`config.mk`:
```
export PLATFORM = sky130hd
export DESIGN_NAME = sie_endec
export DESIGN_NICKNAME = d
export VERILOG_FILES = /design/src/verilog/sie_endec.v /design/src/verilog/sie_fifo.v /design/src/verilog/sie_rate_gen.v
export VERILOG_INCLUDE_DIRS = /design/src /design/src/verilog
export SDC_FILE = /design/constraint.sdc
export NUM_CORES = 1
export LEC_CHECK = 0
export BUFFER_PORTS_ARGS = -buffer_cell sky130_fd_sc_hd__clkbuf_2
export CAP_MARGIN = 5
export CORE_ASPECT_RATIO = 1.5
export CORE_MARGIN = 2
export CORE_UTILIZATION = 35
export CTS_BUF_LIST = sky130_fd_sc_hd__clkbuf_4 sky130_fd_sc_hd__clkbuf_8
export DETAILED_ROUTE_END_ITERATION = 10
export HOLD_SLACK_MARGIN = 0.02
export SLEW_MARGIN = 0
export SYNTH_ARGS = -nofsm -noshare
export SYNTH_HDL_FRONTEND = slang
export SYNTH_SLANG_ARGS = --single-unit
```
`constraint.sdc`:
```
create_clock -name clk -period 4 [get_ports clk]
set_input_delay 0.4 -clock clk [delete_from_list [all_inputs] [get_ports clk]]
set_output_delay 0.4 -clock clk [all_outputs]
set_load 0.02 [all_outputs]
```
`src/verilog/sie_consts.vh`:
```
`ifndef SIE_CONSTS_VH
`define SIE_CONSTS_VH

// Control byte layout, bit 7 unused
`define SIE_CTL_RATE_LSB 0
`define SIE_CTL_RATE_MSB 3
`define SIE_CTL_PULSE_BIT 4
`define SIE_CTL_GPO1_BIT 5
`define SIE_CTL_GPO2_BIT 6
`define SIE_CTL_W 8

// Reset values
`define SIE_RATE_DEFAULT 4'h6
`define SIE_PULSE_DEFAULT 1'b1
`define SIE_GPO_DEFAULT 1'b0

// Reference-clock divisors giving the 16x sample tick per rate code
`define SIE_DIV_W 8
`define SIE_DIV_0 8'h02
`define SIE_DIV_1 8'h04
`define SIE_DIV_2 8'h06
`define SIE_DIV_3 8'h0C
`define SIE_DIV_4 8'h10
`define SIE_DIV_5 8'h12
`define SIE_DIV_6 8'h18
`define SIE_DIV_7 8'h20
`define SIE_DIV_8 8'h30
`define SIE_DIV_9 8'h40
`define SIE_DIV_A 8'h60
`define SIE_DIV_B 8'h80
`define SIE_DIV_C 8'hC0

// Bit timing in sample ticks
`define SIE_PHASE_W 4
`define SIE_PHASE_LAST 4'hF
`define SIE_PHASE_MID 4'h7
`define SIE_BITS_LAST 3'h7
`define SIE_STRETCH_TICKS 5'h10
`define SIE_SHORT_TICKS 4'h3

// Fixed pulse length in ns, converted with the reference rate
`define SIE_FIXED_PULSE_NS 1627
`define SIE_NS_SCALE 10000000
`define SIE_HZ_SCALE 100
`define SIE_REF_NOMINAL_HZ 3686400

// Fifo shape
`define SIE_FIFO_DEPTH 16
`define SIE_FIFO_AW 4

`endif

```
`src/verilog/sie_endec.v`:
```
`timescale 1ns/1ps
`default_nettype none
`include "sie_consts.vh"

// Notes on behaviour
// - Power-on runs at 9600 bit/s unprogrammed
// - Reset restores default state and rate
// - Select high: transmit character is control word
// - New settings apply when select falls
// - Control character: zero start, eight bits LSB-first
// - Bits 0-3 rate, 4 pulse, 5-6 outputs
// - General outputs follow their control bits
// - Pulse 1.627 us or 3/16 bit
// - Codes 0..C map to the rate table
// - Rates scale with the reference clock
// - Data mode shortens zero bits to pulses
// - Received pulse stretched to one full bit
// - Only zero bits pulse; one bits silent
// - Separate receive and transmit activity lamps
module sie_endec #(
  parameter CLK_HZ = 200000000,
  parameter REF_HZ = 3686400
) (
  input wire clk,
  input wire rst_n,
  input wire uart_transmit_input,
  input wire rate_program_select,
  input wire ir_receive_input,
  output reg uart_receive_output,
  output reg ir_transmit_output,
  output reg general_output_one,
  output reg general_output_two,
  output reg receive_activity_lamp,
  output reg transmit_activity_lamp
);
  // Fixed pulse in reference ticks, rounded up. Reckoned at the nominal reference
  // so it stays a fixed tick count and scales with REF_HZ like the rates
  // a fast reference would otherwise overflow the 4-bit count
  localparam integer FIXED_REF = (`SIE_FIXED_PULSE_NS * (`SIE_REF_NOMINAL_HZ / `SIE_HZ_SCALE) + `SIE_NS_SCALE - 1)
    / `SIE_NS_SCALE;
  localparam [3:0] FIXED_TICKS = FIXED_REF[3:0];
  // Shaper loads one extra count as the alignment slot, held low
  localparam [4:0] FIXED_LOAD = {1'b0, FIXED_TICKS} + 5'h01;
  localparam [4:0] SHORT_LOAD = {1'b0, `SIE_SHORT_TICKS} + 5'h01;

  localparam [3:0] P_IDLE = 4'h1;
  localparam [3:0] P_FRAME_START = 4'h2;
  localparam [3:0] P_DATA = 4'h4;
  localparam [3:0] P_STOP = 4'h8;

  // Input synchronisers
  // Reset levels match the idle pins, so no false edge follows reset
  reg tx_meta;
  reg tx_s;
  reg sel_meta;
  reg sel_s;
  reg rx_meta;
  reg rx_s;

  always @(posedge clk) begin
    if (!rst_n) begin
      tx_meta <= 1'b1;
      tx_s <= 1'b1;
      sel_meta <= 1'b0;
      sel_s <= 1'b0;
      rx_meta <= 1'b1;
      rx_s <= 1'b1;
    end else begin
      tx_meta <= uart_transmit_input;
      tx_s <= tx_meta;
      sel_meta <= rate_program_select;
      sel_s <= sel_meta;
      rx_meta <= ir_receive_input;
      rx_s <= rx_meta;
    end
  end

  // Active settings
  reg [3:0] rate_code;
  reg pulse_width_select;
  reg [`SIE_DIV_W-1:0] divisor;

  always @* begin
    case (rate_code)
      4'h0: divisor = `SIE_DIV_0;
      4'h1: divisor = `SIE_DIV_1;
      4'h2: divisor = `SIE_DIV_2;
      4'h3: divisor = `SIE_DIV_3;
      4'h4: divisor = `SIE_DIV_4;
      4'h5: divisor = `SIE_DIV_5;
      4'h6: divisor = `SIE_DIV_6;
      4'h7: divisor = `SIE_DIV_7;
      4'h8: divisor = `SIE_DIV_8;
      4'h9: divisor = `SIE_DIV_9;
      4'hA: divisor = `SIE_DIV_A;
      4'hB: divisor = `SIE_DIV_B;
      4'hC: divisor = `SIE_DIV_C;
      // Codes D..F never load; default only keeps the mux complete
      default: divisor = `SIE_DIV_6;
    endcase
  end

  wire ref_tick;
  wire sample_tick;

  // Divisors count reference periods, so every rate follows REF_HZ
  sie_rate_gen #(
    .CLK_HZ(CLK_HZ),
    .REF_HZ(REF_HZ)
  ) u_rate (
    .clk(clk),
    .rst_n(rst_n),
    .divisor(divisor),
    .ref_tick(ref_tick),
    .sample_tick(sample_tick)
  );

  // Control character receiver
  // A byte cut short by select falling is dropped, never half applied
  reg [3:0] prg_state;
  reg [`SIE_PHASE_W-1:0] prg_phase;
  reg [2:0] prg_bits;
  reg [`SIE_CTL_W-1:0] prg_shift;
  reg [`SIE_CTL_W-1:0] setup_control_byte;
  reg prg_pending;
  reg sel_prev;
  wire prg_end = sel_prev && !sel_s;

  always @(posedge clk) begin
    if (!rst_n) begin
      prg_state <= P_IDLE;
      prg_phase <= 4'h0;
      prg_bits <= 3'h0;
      prg_shift <= 8'h00;
      setup_control_byte <= 8'h00;
      prg_pending <= 1'b0;
      sel_prev <= 1'b0;
      rate_code <= `SIE_RATE_DEFAULT;
      pulse_width_select <= `SIE_PULSE_DEFAULT;
      general_output_one <= `SIE_GPO_DEFAULT;
      general_output_two <= `SIE_GPO_DEFAULT;
    end else begin
      sel_prev <= sel_s;
      if (prg_end) begin
        prg_state <= P_IDLE;
        if (prg_pending) begin
          prg_pending <= 1'b0;
          // Unlisted codes keep the old rate rather than guess one
          if (setup_control_byte[`SIE_CTL_RATE_MSB:`SIE_CTL_RATE_LSB] <= 4'hC) begin
            rate_code <= setup_control_byte[`SIE_CTL_RATE_MSB:`SIE_CTL_RATE_LSB];
          end
          pulse_width_select <= setup_control_byte[`SIE_CTL_PULSE_BIT];
          general_output_one <= setup_control_byte[`SIE_CTL_GPO1_BIT];
          general_output_two <= setup_control_byte[`SIE_CTL_GPO2_BIT];
        end
      end else if (!sel_s) begin
        prg_state <= P_IDLE;
      end else if (sample_tick) begin
        case (prg_state)
          P_IDLE: begin
            prg_phase <= 4'h0;
            if (!tx_s) begin
              prg_state <= P_FRAME_START;
            end
          end
          P_FRAME_START: begin
            prg_phase <= prg_phase + 4'h1;
            if (prg_phase == `SIE_PHASE_MID) begin
              prg_phase <= 4'h0;
              prg_bits <= 3'h0;
              prg_state <= tx_s ? P_IDLE : P_DATA;
            end
          end
          P_DATA: begin
            prg_phase <= prg_phase + 4'h1;
            if (prg_phase == `SIE_PHASE_LAST) begin
              prg_shift <= {tx_s, prg_shift[`SIE_CTL_W-1:1]};
              prg_bits <= prg_bits + 3'h1;
              if (prg_bits == `SIE_BITS_LAST) begin
                prg_state <= P_STOP;
              end
            end
          end
          P_STOP: begin
            prg_phase <= prg_phase + 4'h1;
            if (prg_phase == `SIE_PHASE_LAST) begin
              prg_state <= P_IDLE;
              // A low stop bit means a broken frame; keep the old byte
              if (tx_s) begin
                setup_control_byte <= prg_shift;
                prg_pending <= 1'b1;
              end
            end
          end
          default: prg_state <= P_IDLE;
        endcase
      end
    end
  end

  // Zero-bit detector, one pulse request per low bit period
  reg tx_prev;
  reg [`SIE_PHASE_W-1:0] tx_phase;
  reg req_valid;
  reg req_width;
  wire req_ready;

  always @(posedge clk) begin
    if (!rst_n) begin
      tx_prev <= 1'b1;
      tx_phase <= 4'h0;
      req_valid <= 1'b0;
      req_width <= 1'b0;
      transmit_activity_lamp <= 1'b0;
    end else begin
      transmit_activity_lamp <= !tx_s && !sel_s;
      // A request still waiting on a full fifo stalls; later bits are dropped
      if (req_valid && req_ready) begin
        req_valid <= 1'b0;
      end
      if (sample_tick) begin
        tx_prev <= tx_s;
        if (sel_s || tx_s) begin
          tx_phase <= 4'h0;
        end else if (tx_prev || tx_phase == `SIE_PHASE_LAST) begin
          tx_phase <= 4'h0;
          if (!req_valid || req_ready) begin
            req_valid <= 1'b1;
            req_width <= pulse_width_select;
          end
        end else begin
          tx_phase <= tx_phase + 4'h1;
        end
      end
    end
  end

  wire pul_valid;
  wire pul_width;
  wire pul_ready;

  sie_fifo #(
    .WIDTH(1),
    .DEPTH(`SIE_FIFO_DEPTH),
    .AW(`SIE_FIFO_AW)
  ) u_fifo (
    .clk(clk),
    .rst_n(rst_n),
    .in_valid(req_valid),
    .in_ready(req_ready),
    .in_data(req_width),
    .out_valid(pul_valid),
    .out_ready(pul_ready),
    .out_data(pul_width)
  );

  // Pulse shaper; the extra count aligns the start to a tick edge
  reg [4:0] pul_cnt;
  reg pul_unit;
  wire pul_tick = pul_unit ? ref_tick : sample_tick;
  assign pul_ready = (pul_cnt == 5'h00);
  wire pul_slot = (pul_cnt == (pul_unit ? FIXED_LOAD : SHORT_LOAD));

  always @(posedge clk) begin
    if (!rst_n) begin
      pul_cnt <= 5'h00;
      pul_unit <= 1'b0;
      ir_transmit_output <= 1'b0;
    end else begin
      if (pul_ready && pul_valid) begin
        pul_unit <= pul_width;
        pul_cnt <= pul_width ? FIXED_LOAD : SHORT_LOAD;
      end else if (pul_tick && pul_cnt != 5'h00) begin
        pul_cnt <= pul_cnt - 5'h01;
      end
      ir_transmit_output <= (pul_cnt != 5'h00) && !pul_slot;
    end
  end

  // Receive stretcher, retriggered by each pulse start
  // A pulse shorter than one clock may slip past the synchroniser
  reg rx_prev;
  reg [4:0] rx_cnt;

  always @(posedge clk) begin
    if (!rst_n) begin
      rx_prev <= 1'b1;
      rx_cnt <= 5'h00;
      uart_receive_output <= 1'b1;
      receive_activity_lamp <= 1'b0;
    end else begin
      rx_prev <= rx_s;
      if (rx_prev && !rx_s) begin
        rx_cnt <= `SIE_STRETCH_TICKS;
      end else if (sample_tick && rx_cnt != 5'h00) begin
        rx_cnt <= rx_cnt - 5'h01;
      end
      uart_receive_output <= (rx_cnt == 5'h00);
      receive_activity_lamp <= (rx_cnt != 5'h00);
    end
  end
endmodule

`default_nettype wire

```
`src/verilog/sie_fifo.v`:
```
`timescale 1ns/1ps
`default_nettype none
`include "sie_consts.vh"

module sie_fifo #(
  parameter WIDTH = 1,
  parameter DEPTH = `SIE_FIFO_DEPTH,
  parameter AW = `SIE_FIFO_AW
) (
  input wire clk,
  input wire rst_n,
  input wire in_valid,
  output wire in_ready,
  input wire [WIDTH-1:0] in_data,
  output wire out_valid,
  input wire out_ready,
  output wire [WIDTH-1:0] out_data
);
  localparam [AW:0] FULL = DEPTH;

  reg [WIDTH-1:0] mem [0:DEPTH-1];
  reg [AW-1:0] wr_ptr;
  reg [AW-1:0] rd_ptr;
  reg [AW:0] count;
  wire push = in_valid && in_ready;
  wire pop = out_valid && out_ready;

  assign in_ready = (count != FULL);
  assign out_valid = (count != {(AW+1){1'b0}});
  assign out_data = mem[rd_ptr];

  always @(posedge clk) begin
    if (push) begin
      mem[wr_ptr] <= in_data;
    end
  end

  always @(posedge clk) begin
    if (!rst_n) begin
      wr_ptr <= {AW{1'b0}};
      rd_ptr <= {AW{1'b0}};
      count <= {(AW+1){1'b0}};
    end else begin
      if (push) begin
        wr_ptr <= (wr_ptr == DEPTH - 1) ? {AW{1'b0}} : wr_ptr + 1'b1;
      end
      if (pop) begin
        rd_ptr <= (rd_ptr == DEPTH - 1) ? {AW{1'b0}} : rd_ptr + 1'b1;
      end
      if (push && !pop) begin
        count <= count + 1'b1;
      end else if (pop && !push) begin
        count <= count - 1'b1;
      end
    end
  end
endmodule

`default_nettype wire

```
`src/verilog/sie_rate_gen.v`:
```
`timescale 1ns/1ps
`default_nettype none
`include "sie_consts.vh"

module sie_rate_gen #(
  parameter CLK_HZ = 200000000,
  parameter REF_HZ = 3686400
) (
  input wire clk,
  input wire rst_n,
  input wire [`SIE_DIV_W-1:0] divisor,
  output reg ref_tick,
  output reg sample_tick
);
  localparam [31:0] REF_INC = REF_HZ;
  localparam [31:0] CLK_MOD = CLK_HZ;

  reg [31:0] acc;
  reg [`SIE_DIV_W-1:0] div_cnt;
  wire [31:0] acc_sum = acc + REF_INC;
  wire div_end = (div_cnt >= divisor - 8'h01);

  // Phase accumulator keeps the reference rate exact without a second clock
  always @(posedge clk) begin
    if (!rst_n) begin
      acc <= 32'h0;
      ref_tick <= 1'b0;
      div_cnt <= 8'h00;
      sample_tick <= 1'b0;
    end else begin
      sample_tick <= 1'b0;
      if (acc_sum >= CLK_MOD) begin
        acc <= acc_sum - CLK_MOD;
        ref_tick <= 1'b1;
      end else begin
        acc <= acc_sum;
        ref_tick <= 1'b0;
      end
      if (ref_tick) begin
        if (div_end) begin
          div_cnt <= 8'h00;
          sample_tick <= 1'b1;
        end else begin
          div_cnt <= div_cnt + 8'h01;
        end
      end
    end
  end
endmodule

`default_nettype wire
```
==> Word-level counts from Yosys, hierarchy flattened <==
Memories as Yosys holds them, arrays and structs flattened. A register that Yosys moved wholly into a read port is not among the register bits.
Cells that the tools add are included.
{ "word_totals": {"ff_bits": 119, "ramBits": 16, "romBits": 112, "inputBits": 5, "output_inout_bits": 6, "elab_cells": 160, "memories": 2} }
{ "classes": {"n_addsub": 13, "magnitude_cmp": 3, "n_eq_ne": 17, "mux": 40, "bitwise_logic": 4, "n_reduce_logical": 44} }
{ "mem_list": {"columns": ["name", "words", "width", "read_ports", "rd_ports_with_merged_regs", "write_ports", "line", "text"], "rows": [
  ["(no name shown)", 16, 7, 1, 1, 0, "sie_endec.v:84", "case (rate_code)"],
  ["u_fifo.mem", 16, 1, 1, 1, 1, "sie_fifo.v:21", "reg [WIDTH-1:0] mem [0:DEPTH-1];"]
]} }
{ "op_table": {"columns": ["operator", "count"], "rows": [
  ["two-way mux 4 bit", 14],
  ["adder 32 x 22 -> 32 bit, second input constant", 1],
  ["greater-or-equal comparator 32 x 28 -> 1 bit, second input constant", 1],
  ["two-way mux 32 bit", 1],
  ["subtractor 32 x 28 -> 32 bit, second input constant", 1],
  ["two-way mux 5 bit", 6],
  ["== test 4 bit, second input constant", 5],
  ["AND reduction 6 bit", 3],
  ["adder 4 x 1 -> 4 bit, second input constant", 4],
  ["case mux 4 bit (4 select lines)", 1],
  ["nonzero test 5 bit", 3],
  ["subtractor 5 x 1 -> 5 bit, second input constant", 3],
  ["case mux 4 bit (3 select lines)", 1],
  ["logical AND 1 bit", 10],
  ["logical NOT 5 bit", 2],
  ["two-way mux 1 bit", 10],
  ["inequality test 2 bit, second input constant", 5],
  ["AND reduction 5 bit", 2],
  ["two-way mux 3 bit", 3],
  ["adder 8 x 1 -> 8 bit, second input constant", 1],
  ["== test 4 x 3 -> 1 bit, second input constant", 2],
  ["greater-or-equal comparator 8 bit", 1],
  ["two-way mux 8 bit", 1],
  ["AND reduction 4 bit", 2],
  ["other kinds (20)", 38]
]} }

==> Depth between registers and ports, before layout <==
Gate-level depths: netlist of the first run.
{ "depth": {"ltp_word": 7, "mapped_depth": 14, "mapped_depth_nobuf": 14} }

==> Hierarchy <==
From an unflattened synthesis of the first run, not the netlist that was laid out.
{ "hier_totals": {"cells_unflattened": 770, "hier_area_um2": 7230.7} }
{ "by_module_without_submodules": {"columns": ["module", "instances", "cells_per_inst", "area_per_inst_um2"], "rows": [
  ["sie_endec", 1, 336, 3093.0],
  ["sie_rate_gen", 1, 300, 2526.2],
  ["sie_fifo", 1, 134, 1611.5]
]} }

==> Worst setup path before layout of the first run <==
No wires, ideal clock.
{ "synth_timing": {"kind": "register -> register", "startpoint": "reg u_rate.acc[15]", "endpoint": "reg u_rate.acc[31]", "setup_time_ns": 0.070, "arrival_time_ns": 2.912, "path_slack_ns": 1.017, "stages_incl_launch_ff": 11, "path_buffers": 1, "path_cell_list": "dfxtp_1 ha_1 buf_2 nand4_2 a211oi_1 xor2_1 or4_4 a211oi_4 nor2_1 or4_1 a21oi_1"} }
{ "synth_between": {"elab_chain_cells": 3, "elab_cells_between_ends": 4, "cone_classes": "add/sub: 2; order compare: 1; mux: 1"} }
{ "synth_lines": {"columns": ["item", "line", "text"], "rows": [
  ["from (decl)", "sie_rate_gen.v:18", "reg [31:0] acc;"],
  ["from (signal assigned)", "sie_rate_gen.v:33", "acc <= acc_sum - CLK_MOD;"],
  ["from (signal assigned)", "sie_rate_gen.v:36", "acc <= acc_sum;"],
  ["adder 32 x 22 -> 32 bit (*)", "sie_rate_gen.v:20", "wire [31:0] acc_sum = acc + REF_INC;"],
  ["subtractor 32 x 28 -> 32 bit / greater-or-equal comparator 32 x 28 -> 1 bit (equally long branches)", "sie_rate_gen.v:33, sie_rate_gen.v:32", null],
  ["two-way mux 32 bit (*)", "sie_rate_gen.v:32", "if (acc_sum >= CLK_MOD) begin"]
]} }
Mark *: on every way between the ends. The rest lies on a longest branch, timed or not.
A chain may end at the register's enable or synchronous reset.

==> Worst setup path after layout of the first run <==
{ "layout_timing": {"startpoint": "reg u_rate.acc[14]", "endpoint": "reg u_rate.acc[22]"} }
Same word-level chain as after synthesis.

==> summary.md, run 1 <==
| Metric | Value |
|---|---|
| Element type at the critical path start | register |
| Largest net degree at the start of global routing | 70 |
| Setup CP Type | register to register |
| Final setup violation count | 0 |
| Number of global-route vias before repair | 5049 |
| Max Buffers Root-to-Sink | 2 |
| First-pass GRT wire length | 23.1 mm |
| DR WL/cell | 12.9 µm |
| Crit-path slowest cell | or4_4 |
| Crit share post-route | 0.857 |
| # IOs | 11 |
| Filler cell count | 1949 |
| Peak per-stage delay on the critical path | 590 ps |
| 1st-pass router iterations | 4 |
| Combined area of the multi-input logic cells | 3670 µm² |
| RSZ-0062 raised after global routing | false |
| Final Wtd Congestion | 0.835 |
| Sum of negative setup slack | 0 ps |
| Register Area | 2900 µm² |
| Fin crit period | 3430 ps |
| Seq/Total Area, Yosys | 0.425 |
| Drt initial violations | 202 |
| Maximum vdd drop | roughly 0.23 mV |
| Synthesized Nets | a little under 800 |
| FMAX | approximately 300 MHz |
| Clk Latency, worst-skew pair | 440 ps |
| Worst slew margin | 0.419 |
| Fin. max-slew vios | 0 |
| Htree depth | 4 |
| Crit-path cells | ha_1 -> nand4_2 -> a211oi_1 -> xor2_1 -> or4_4 -> a211oi_4 -> or2_1 -> a311oi_1 -> a311oi_1 |
| Ys flop type | dfxtp_1 |
| PostCTS Resize Cnt | 0 |
| Die Area | 20700 µm² |
| Most common cell on crit path | a311oi_1 |
| CTS Buf Count | 17 |
| P_leak | ~2.9 nW |
| Hold_buf cts | 0 |
| Post-CTS setup buffers | 0 |
| Overflow after GRT | 0 |
| Num rows | 62 |
| Syn avg cell area | between 9 and 10 µm² |
| Vias per inst | 4.95 |
| Syn Inst Count | approximately 750 |
| Worst hold path type | primary input to register |
| Root Buffer Master | clkbuf_8 |
| DIE HEIGHT | 175 µm |
| Clock transition at the registers of the reported paths | about 90 ps |
| Hold Worst Slack | 148 ps |
| Synth Cell Area | 6830 µm² |
| Number of port buffers | 10 |
| Yosys Warn Count | 0 |
| Worst slew pin tran | 860 ps |
| Area grow syn2layout | 10.1% |
| Antenna viol nets, final | 0 |
| Die width | 118 µm |
| Power Density | 555 nW/µm² |
| Initial antenna violation count | 0 |
| Initial Utilization | 0.356 |
| CP required | 4350 ps |
| Residual DRC | 0 |
| Hpwl dp | 9.44 mm |
| Critical Path Sink Type | register |
| CTS tree | built |
| Clk_skew | approximately 22 ps |
| Crit path max fanout | 11 |
| Number of synthesized register bits | 137 |
| Total Wirelength | between 10 and 15 mm |
| Vias | between 5k and 6k |
| Status | complete, no violations |
| Sink Count | 137 |
| Number of synthesized flops with an enable pin | 16 |
| Share of layout cells above drive strength 1 | 0.0933 |
| Arrival @ worst endpoint | 3780 ps |
| Ant diodes | 0 |
| Core area | 19200 µm² |
| GRT Total Usage | 0.136 |
| Async SR Flop Fraction | 0 |
| Cell variety after synth | between 70 and 80 |
| Total Power | about 0.0042 W |
| Maxcap violations | 0 |
| Final net count | 799 |
| Final Hold Viols | 0 |
[through the flow]
stage | setup WS, ps | instance area (µm²) | cells | util
after detailed placement | 600 | 7120 | 996 | 0.371
after CTS | 588 | 7520 | 1028 | 0.392
after global placement | 678 | 7120 | 996 | 0.371
after global routing | 307 | 7520 | 1028 | 0.392
after floorplan | 1020 | 6830 | 753 | -
final | 572 | 7520 | 1028 | 0.392
[layout by cell type, fill, tap and decap left out, drive strengths merged, types with 5 or more instances in the layout]
| cell | count |
|---|---|
| nand2b | 17 |
| a31oi | 8 |
| clkbuf | 29 |
| dfxtp | 121 |
| clkinv | 6 |
| xnor2 | 31 |
| o21ai | 23 |
| inv | 37 |
| nand3 | 27 |
| and2 | 10 |
| mux2i | 29 |
| and3 | 5 |
| nor2b | 5 |
| nor3 | 29 |
| a21oi | 36 |
| nand4 | 9 |
| xor2 | 25 |
| o211ai | 8 |
| buf | 6 |
| nor2 | 119 |
| nand2 | 46 |
| a211oi | 6 |
| a21o | 9 |
| ha | 34 |
| mux4 | 5 |
| or3 | 11 |
| edfxtp | 16 |
| o21a | 5 |
[Yosys cell counts, types with 17 or more instances]
master      n  area [µm²]
dfxtp_1   121        2420
nand2_1    46         173
mux2i_1    29         290
ha_1       34         425
nand3_1    26         130
inv_1      32         120
xnor2_1    30         263
nor2_1    119         447
a21oi_1    36         180
nand2b_1   17         106
o21ai_0    22         110
nor3_1     27         135
xor2_1     25         219
clkbuf_1   21        78.8
[cell families (layout without fill, tap and decap cells)]
family,Yosys count,count (layout),synth area share
mux,34,34,0.0590
xor+xnor,56,56,0.0729
flops,137,137,0.425
fa+ha+maj,35,35,0.0652
simple gates,306,306,0.224
compound gates,122,122,0.117
buf+inv,63,82,0.0372
[state kept, by name, indices dropped and copies added, names as in the netlist, 3 cells and up, named ones only]
name and count:
divisor 7, prg_bits 3, prg_phase 4, prg_shift 8
prg_state 4, pul_cnt 5, rate_code 4, rx_cnt 5
setup_control_byte 7, tx_phase 4, u_fifo.count 5, u_fifo.mem 16
u_fifo.rd_ptr 4, u_fifo.wr_ptr 4, u_rate.acc 23, u_rate.div_cnt 8
[routing by layer]
metal / wire (µm) / up-vias / GRT usage
li1: - / 2644 / -
met4: 358 / 0 / 0.0683
met5: 0 / - / 0
met2: 7150 / 62 / 0.257
met1: 5470 / 2364 / 0.143
met3: 244 / 23 / 0.0222
[path summary, 6_finish.rpt]
| check | from | end | slack, ps | cells after the start |
|---|---|---|---|---|
| worst max-delay path | u_rate.acc[14] | u_rate.acc[22] | 570 | 9 |
| worst min-delay path | ir_receive_input | rx_meta | 150 | 2 |
| worst max register to register | u_rate.acc[14] | u_rate.acc[22] | 570 | 9 |
| worst min register to register | rx_meta | rx_s | 420 | 1 |
[final cells by class]
cell class                 instances  area share
timing repair buffer              16      0.0127
sequential                       137       0.386
clock buffer                      19      0.0340
tap                              256      0.0426
clock inverter                    13      0.0190
inverter                          34      0.0170
multi-input combinational        553       0.489
[power breakdown]
| group | internal [W] | switching (W) | total [W] |
|---|---|---|---|
| combinational | 0.000558 | 0.000687 | 0.00125 |
| sequential | 0.00155 | 0.000239 | 0.00179 |
| clock | 0.000584 | 0.000557 | 0.00114 |
[critical path: cells and delay by family (launching register included)]
| family | cells | cell delay [ps] |
|---|---|---|
| flip-flops | 1 | 540 |
| AND/OR/NAND/NOR | 3 | 1190 |
| adder cells (fa/ha/maj) | 1 | 390 |
| AO/OA/AOI/OAI | 4 | 1030 |
| XOR/XNOR | 1 | 190 |
Note: power is estimated with default switching activity, not from simulation.
==> inputs of run 2 (changes only) <==
==> constraint.sdc (replaced) <==
create_clock -name clk -period 4 [get_ports clk]
set_input_delay 1 -clock clk [delete_from_list [all_inputs] [get_ports clk]]
set_output_delay 1 -clock clk [all_outputs]
set_load 0.02 [all_outputs]
==> summary.md, run 2 (synthesized netlist as in run 1, its figures left out) <==
| Metric | Value |
|---|---|
| Element type at the critical path start | register (unchanged) |
| Overflow after GRT | 0 (unchanged) |
| Maximum vdd drop | 0.218 mV (was 0.227 mV) |
| 1st-pass router iterations | 4 (unchanged) |
| Dpl ws | 617 ps (was 600 ps) |
| DIE HEIGHT | 175 µm (unchanged) |
| Fin. max-slew vios | 0 (unchanged) |
| Die width | 118 µm (unchanged) |
| Clock network power share | 0.322 (was 0.273) |
| Total Wirelength | 13.4 mm (was 13.2 mm) |
| Largest net degree at the start of global routing | 70 (unchanged) |
| Max reg flops | 23 (unchanged) |
| Power Density | 588 nW/µm² (was 555 nW/µm²) |
| Arrival @ worst endpoint | 3800 ps (was 3780 ps) |
| First-pass GRT wire length | 23.0 mm (was 23.1 mm) |
| PostCTS Resize Cnt | 0 (unchanged) |
| Crit share post-route | 0.869 (was 0.857) |
| Comb power frac | 0.284 (was 0.298) |
| Drt initial violations | 267 (was 202) |
| Combined area of the multi-input logic cells | 3670 µm² (unchanged) |
| Sum of negative setup slack | 0 ps (unchanged) |
| Vias | 5115 (was 5093) |
| Crit path max fanout | 11 (unchanged) |
| Sequential share of power | 0.394 (was 0.428) |
| Residual DRC | 0 (unchanged) |
| Ant diodes | 0 (unchanged) |
| Htree depth | 4 (unchanged) |
| Number of port buffers | 10 (unchanged) |
| Worst slew pin tran | 950 ps (was 860 ps) |
| Hold_buf cts | 0 (unchanged) |
| Clk_skew | 17.4 ps (was 21.8 ps) |
| Most common cell on crit path | a311oi_1 (unchanged) |
| Vias per inst | 4.98 (was 4.95) |
| Filler cell count | 1905 (was 1949) |
| Crit-path slowest cell | or4_4 (unchanged) |
| Num rows | 62 (unchanged) |
| Top flop regs | u_rate.acc (23), u_fifo.mem (16) (unchanged) |
| Final core occ | 0.399 (was 0.392) |
| Post-CTS setup buffers | 0 (unchanged) |
| Setup CP Type | register to register (unchanged) |
| Commonest non-fill, non-tap cell in the layout | dfxtp_1 (unchanged) |
| Fin worst setup slack | 525 ps (was 572 ps) |
| Worst hold path type | register to register (was primary input to register) |
| Antenna viol nets, final | 0 (unchanged) |
| Commonest non-fill, non-tap cells in the layout | dfxtp_1 (121), nor2_1 (119), nand2_1 (46) (unchanged) |
| Fin crit period | 3470 ps (was 3430 ps) |
| CP required | 4330 ps (was 4350 ps) |
| Most flops, register | u_rate.acc (unchanged) |
| Share of layout cells above drive strength 1 | 0.0933 (unchanged) |
| Status | complete, no violations (unchanged) |
| Critical Path Sink Type | register (unchanged) |
| Area grow syn2layout | 11.8% (was 10.1%) |
| Hpwl dp | 9.42 mm (was 9.44 mm) |
| Max Buffers Root-to-Sink | 2 (unchanged) |
| Switching Share | 0.327 (was 0.355) |
| Sink Count | 137 (unchanged) |
| Clock transition at the registers of the reported paths | 80 ps (was 90 ps) |
| Core area | 19200 µm² (unchanged) |
| Crit-path cells | ha_1 -> nand4_2 -> a211oi_1 -> xor2_1 -> or4_4 -> a211oi_4 -> or2_1 -> a311oi_1 -> a311oi_1 (unchanged) |
| Maxcap violations | 0 (unchanged) |
| Final setup violation count | 0 (unchanged) |
| Final Hold Viols | 0 (unchanged) |
| Initial Utilization | 0.356 (unchanged) |
| GRT Total Usage | 0.136 (about the same) |
| Internal power | 0.00302 W (was 0.00269 W) |
| Total Power | 0.00449 W (was 0.00417 W) |
| P_leak | 2.93 nW (was 2.87 nW) |
| Worst slew margin | 0.358 (was 0.419) |
| Hold Worst Slack | 403 ps (was 148 ps) |
| FMAX | 288 MHz (was 292 MHz) |
| Crit path max-delay family | simple AND/OR/NAND/NOR gates (unchanged) |
| Root Buffer Master | clkbuf_8 (unchanged) |
| Register Area | 2900 µm² (unchanged) |
| Bufs and invs on worst path | 0 (unchanged) |
| CTS Buf Count | 17 (unchanged) |
| CTS tree | built (unchanged) |
| Initial antenna violation count | 0 (unchanged) |
| # IOs | 11 (unchanged) |
| Reg2Reg Setup Slack | 530 ps (was 570 ps) |
| DR WL/cell | 13.0 µm (was 12.9 µm) |
| Clk Latency, worst-skew pair | 430 ps (was 440 ps) |
| Final Wtd Congestion | 0.842 (was 0.835) |
| Final net count | 800 (was 799) |
| Number of global-route vias before repair | 5102 (was 5049) |
| Peak per-stage delay on the critical path | 590 ps (about the same) |
| Die Area | 20700 µm² (unchanged) |
| RSZ-0062 raised after global routing | false (unchanged) |
| Sw Pwr | 0.00147 W (was 0.00148 W) |
## run 2: changes by cell type in the layout (fill, tap and decap cells not counted), sizes merged
cell,previous run,this run
buf,6,7
bufinv,2,7
inv,37,34
clkinv,6,4
clkinvlp,2,0
clkbuf,29,30
## run 2: stage by stage
stage,area (µm²),std cells
final,7640,1028
after global routing,7640,1028
after CTS,7640,1028
after detailed placement,7130,997
after global placement,7130,997
after floorplan,6830,753
## run 2: worst reg2reg max path: stages, from the launching register on
cell,delay [ps]
dfxtp_1,530
ha_1,400
nand4_2,250
a211oi_1,340
xor2_1,180
or4_4,590
a211oi_4,280
or2_1,370
a311oi_1,160
a311oi_1,290
## run 2: power groups by stage
stage          clock network [W]  registers, W  logic [W]
2_1_floorplan                  0       0.00172    0.00109
3_3_place_gp                   0       0.00180    0.00126
3_5_place_dp                   0       0.00180    0.00127
4_1_cts                  0.00149       0.00177    0.00128
5_1_grt                  0.00154       0.00180    0.00143
6_report                 0.00145       0.00177    0.00127
## run 2: layer usage
layer | GRT usage | vias to the layer above | wire (µm)
met5 | 0 | - | 0
met3 | 0.0264 | 26 | 214
met2 | 0.263 | 50 | 7250
met1 | 0.140 | 2395 | 5610
met4 | 0.0592 | 0 | 323
li1 | - | 2644 | -
## run 2: layout make-up
type | instances | area share
clock inverter | 11 | 0.0316
clock buffer | 20 | 0.0352
multi-input combinational | 553 | 0.481
inverter | 34 | 0.0167
tap | 256 | 0.0419
timing repair buffer | 17 | 0.0134
sequential | 137 | 0.380
## run 2: final timing paths
path                  start        endpoint  cells past startpoint
min                 tx_meta            tx_s                      1
max reg2reg  u_rate.acc[14]  u_rate.acc[22]                      9
min reg2reg         tx_meta            tx_s                      1
max          u_rate.acc[14]  u_rate.acc[22]                      9
==> inputs of run 3 (changes only) <==
--- a/config.mk
+++ b/config.mk
@@ -11,7 +11,7 @@
 export CORE_ASPECT_RATIO = 1.5
 export CORE_MARGIN = 2
 export CORE_UTILIZATION = 35
-export CTS_BUF_LIST = sky130_fd_sc_hd__clkbuf_4 sky130_fd_sc_hd__clkbuf_8
+export CTS_BUF_LIST = sky130_fd_sc_hd__clkbuf_8
 export DETAILED_ROUTE_END_ITERATION = 10
 export HOLD_SLACK_MARGIN = 0.02
 export SLEW_MARGIN = 0
==> summary.md, run 3 (synthesized netlist as in run 1, its figures left out) <==
| Metric | Value |
|---|---|
| Status | complete, no violations (unchanged) |
| Fin. max-slew vios | 0 (unchanged) |
| Met2 Usage GRT | 0.263 (unchanged) |
| Worst slew pin tran | 951 ps (was 950 ps) |
| Area grow syn2layout | 11.8% (about the same) |
| CTS Buf Count | 17 (unchanged) |
| Arrival @ worst endpoint | 3800 ps (about the same) |
| HP Start | tx_meta (unchanged) |
| Power Density | 587 nW/µm² (was 588 nW/µm²) |
| Critical Path Sink Type | register (unchanged) |
| Initial antenna violation count | 0 (unchanged) |
| Crit-path cells | ha_1 -> nand4_2 -> a211oi_1 -> xor2_1 -> or4_4 -> a211oi_4 -> or2_1 -> a311oi_1 -> a311oi_1 (unchanged) |
| Vias | 5108 (was 5115) |
| Worst R2R Start | u_rate.acc[14] (unchanged) |
| Overflow after GRT | 0 (unchanged) |
| Reg2reg end | u_rate.acc[22] (unchanged) |
| CTS tree | built (unchanged) |
| DIE HEIGHT | 175 µm (unchanged) |
| Antenna viol nets, final | 0 (unchanged) |
| Drt initial violations | 267 (unchanged) |
| Clk_skew | 17.4 ps (about the same) |
| Max Buffers Root-to-Sink | 2 (unchanged) |
| FMAX | 288 MHz (about the same) |
| Hold Crit Depth | 1 (unchanged) |
| # IOs | 11 (unchanged) |
| Core area | 19200 µm² (unchanged) |
| GRT Total Usage | 0.136 (unchanged) |
| CP required | 4330 ps (about the same) |
| Htree depth | 4 (unchanged) |
| Die width | 118 µm (unchanged) |
| Num rows | 62 (unchanged) |
| Clock transition at the registers of the reported paths | 80 ps (about the same) |
| Largest net degree at the start of global routing | 70 (unchanged) |
| Residual DRC | 0 (unchanged) |
| Root Buffer Master | clkbuf_8 (unchanged) |
| Met3 usage | 0.0264 (unchanged) |
| Ant diodes | 0 (unchanged) |
| Die Area | 20700 µm² (unchanged) |
| P_leak | 2.93 nW (about the same) |
| Share of layout cells above drive strength 1 | 0.0920 (was 0.0933) |
| Crit path launch | u_rate.acc[14] (unchanged) |
| Most Crowded Layer GR | met2 (unchanged) |
| RSZ-0062 raised after global routing | false (unchanged) |
| Hold Path End | tx_s (unchanged) |
| Final setup violation count | 0 (unchanged) |
| Fin crit period | 3480 ps (was 3470 ps) |
| Maxcap violations | 0 (unchanged) |
| Final Hold Viols | 0 (unchanged) |
| Cells on worst reg2reg path | 9 (unchanged) |
| Final net count | 800 (unchanged) |
| Final core occ | 0.398 (was 0.399) |
| Peak per-stage delay on the critical path | 590 ps (about the same) |
| Total Wirelength | 13.4 mm (about the same) |
| Initial Utilization | 0.356 (unchanged) |
| First-pass GRT wire length | 23.0 mm (about the same) |
| Commonest non-fill, non-tap cell in the layout | dfxtp_1 (unchanged) |
| Final Wtd Congestion | 0.842 (unchanged) |
| Number of port buffers | 10 (unchanged) |
| Sum of negative setup slack | 0 ps (unchanged) |
| Vias per inst | 4.97 (was 4.98) |
| Number of global-route vias before repair | 5085 (was 5102) |
| PostCTS Resize Cnt | 0 (unchanged) |
| Sink Count | 137 (unchanged) |
| 1st-pass router iterations | 4 (unchanged) |
| Top flop regs | u_rate.acc (23), u_fifo.mem (16) (unchanged) |
| Crit share post-route | 0.869 (about the same) |
| Most flops, register | u_rate.acc (unchanged) |
| Max reg flops | 23 (unchanged) |
| Crit-path slowest cell | or4_4 (unchanged) |
| Maximum vdd drop | 0.218 mV (about the same) |
| Setup CP Type | register to register (unchanged) |
| Reg2Reg Setup Slack | 520 ps (was 530 ps) |
| Element type at the critical path start | register (unchanged) |
| Commonest non-fill, non-tap cells in the layout | dfxtp_1 (121), nor2_1 (119), nand2_1 (46) (unchanged) |
| Worst hold path type | register to register (unchanged) |
| Hold_buf cts | 0 (unchanged) |
| DR WL/cell | 13.0 µm (about the same) |
| Most common cell on crit path | a311oi_1 (unchanged) |
| GR Util met1 | 0.140 (unchanged) |
| Hpwl dp | 9.42 mm (unchanged) |
| Non-filler cells in the finished layout | 1028 (unchanged) |
| Clk Latency, worst-skew pair | 430 ps (about the same) |
| Post-CTS setup buffers | 0 (unchanged) |
| Worst slew margin | 0.357 (was 0.358) |
| Crit path max fanout | 11 (unchanged) |
| Post-Place Cells | 997 (unchanged) |
| Total Power | 0.00448 W (was 0.00449 W) |
==> run 3: layer usage <==
metal / wire length, µm / up-vias
met1: 5630 / 2389
met4: 314 / 0
met2: 7280 / 50
met3: 193 / 24
li1: - / 2645
met5: 0 / -
==> run 3: worst max-delay path by stage <==
stage | endpoint | slack [ps] | cells past startpoint
floorplan | u_rate.acc[31] | 1020 | 10
global placement | u_rate.acc[22] | 680 | 9
detailed placement | u_rate.acc[22] | 620 | 9
CTS | u_rate.acc[22] | 570 | 9
global route | u_rate.acc[22] | 270 | 9
finish | u_rate.acc[22] | 520 | 9
==> run 3: where the power goes <==
part	leakage, nW	switching [W]	internal (W)	total (W)
logic	1.54	0.000711	0.000561	0.00127
clock network	0.258	0.000539	0.000900	0.00144
registers	1.13	0.000220	0.00155	0.00177
==> run 3: critical path: cells and delay by family (launching register included) <==
family | cells | cell delay (ps)
adder cells (fa/ha/maj) | 1 | 400
AND/OR/NAND/NOR | 3 | 1210
flip-flops | 1 | 530
XOR/XNOR | 1 | 180
AO/OA/AOI/OAI | 4 | 1070
==> run 3: stage by stage <==
stage | hold slack (ps) | setup WS [ps] | cell area, µm²
finish | 404 | 524 | 7630
global route | 428 | 272 | 7630
detailed placement | 398 | 617 | 7130
CTS | 411 | 575 | 7630
floorplan | 386 | 1020 | 6830
global placement | 390 | 679 | 7130
==> run 3: final cells by class <==
cell class | instances | area, µm²
timing repair buffer | 17 | 103
clock buffer | 19 | 262
multi-input combinational | 553 | 3670
sequential | 137 | 2900
inverter | 34 | 128
clock inverter | 12 | 245
fill | 1906 | 11500
tap | 256 | 320
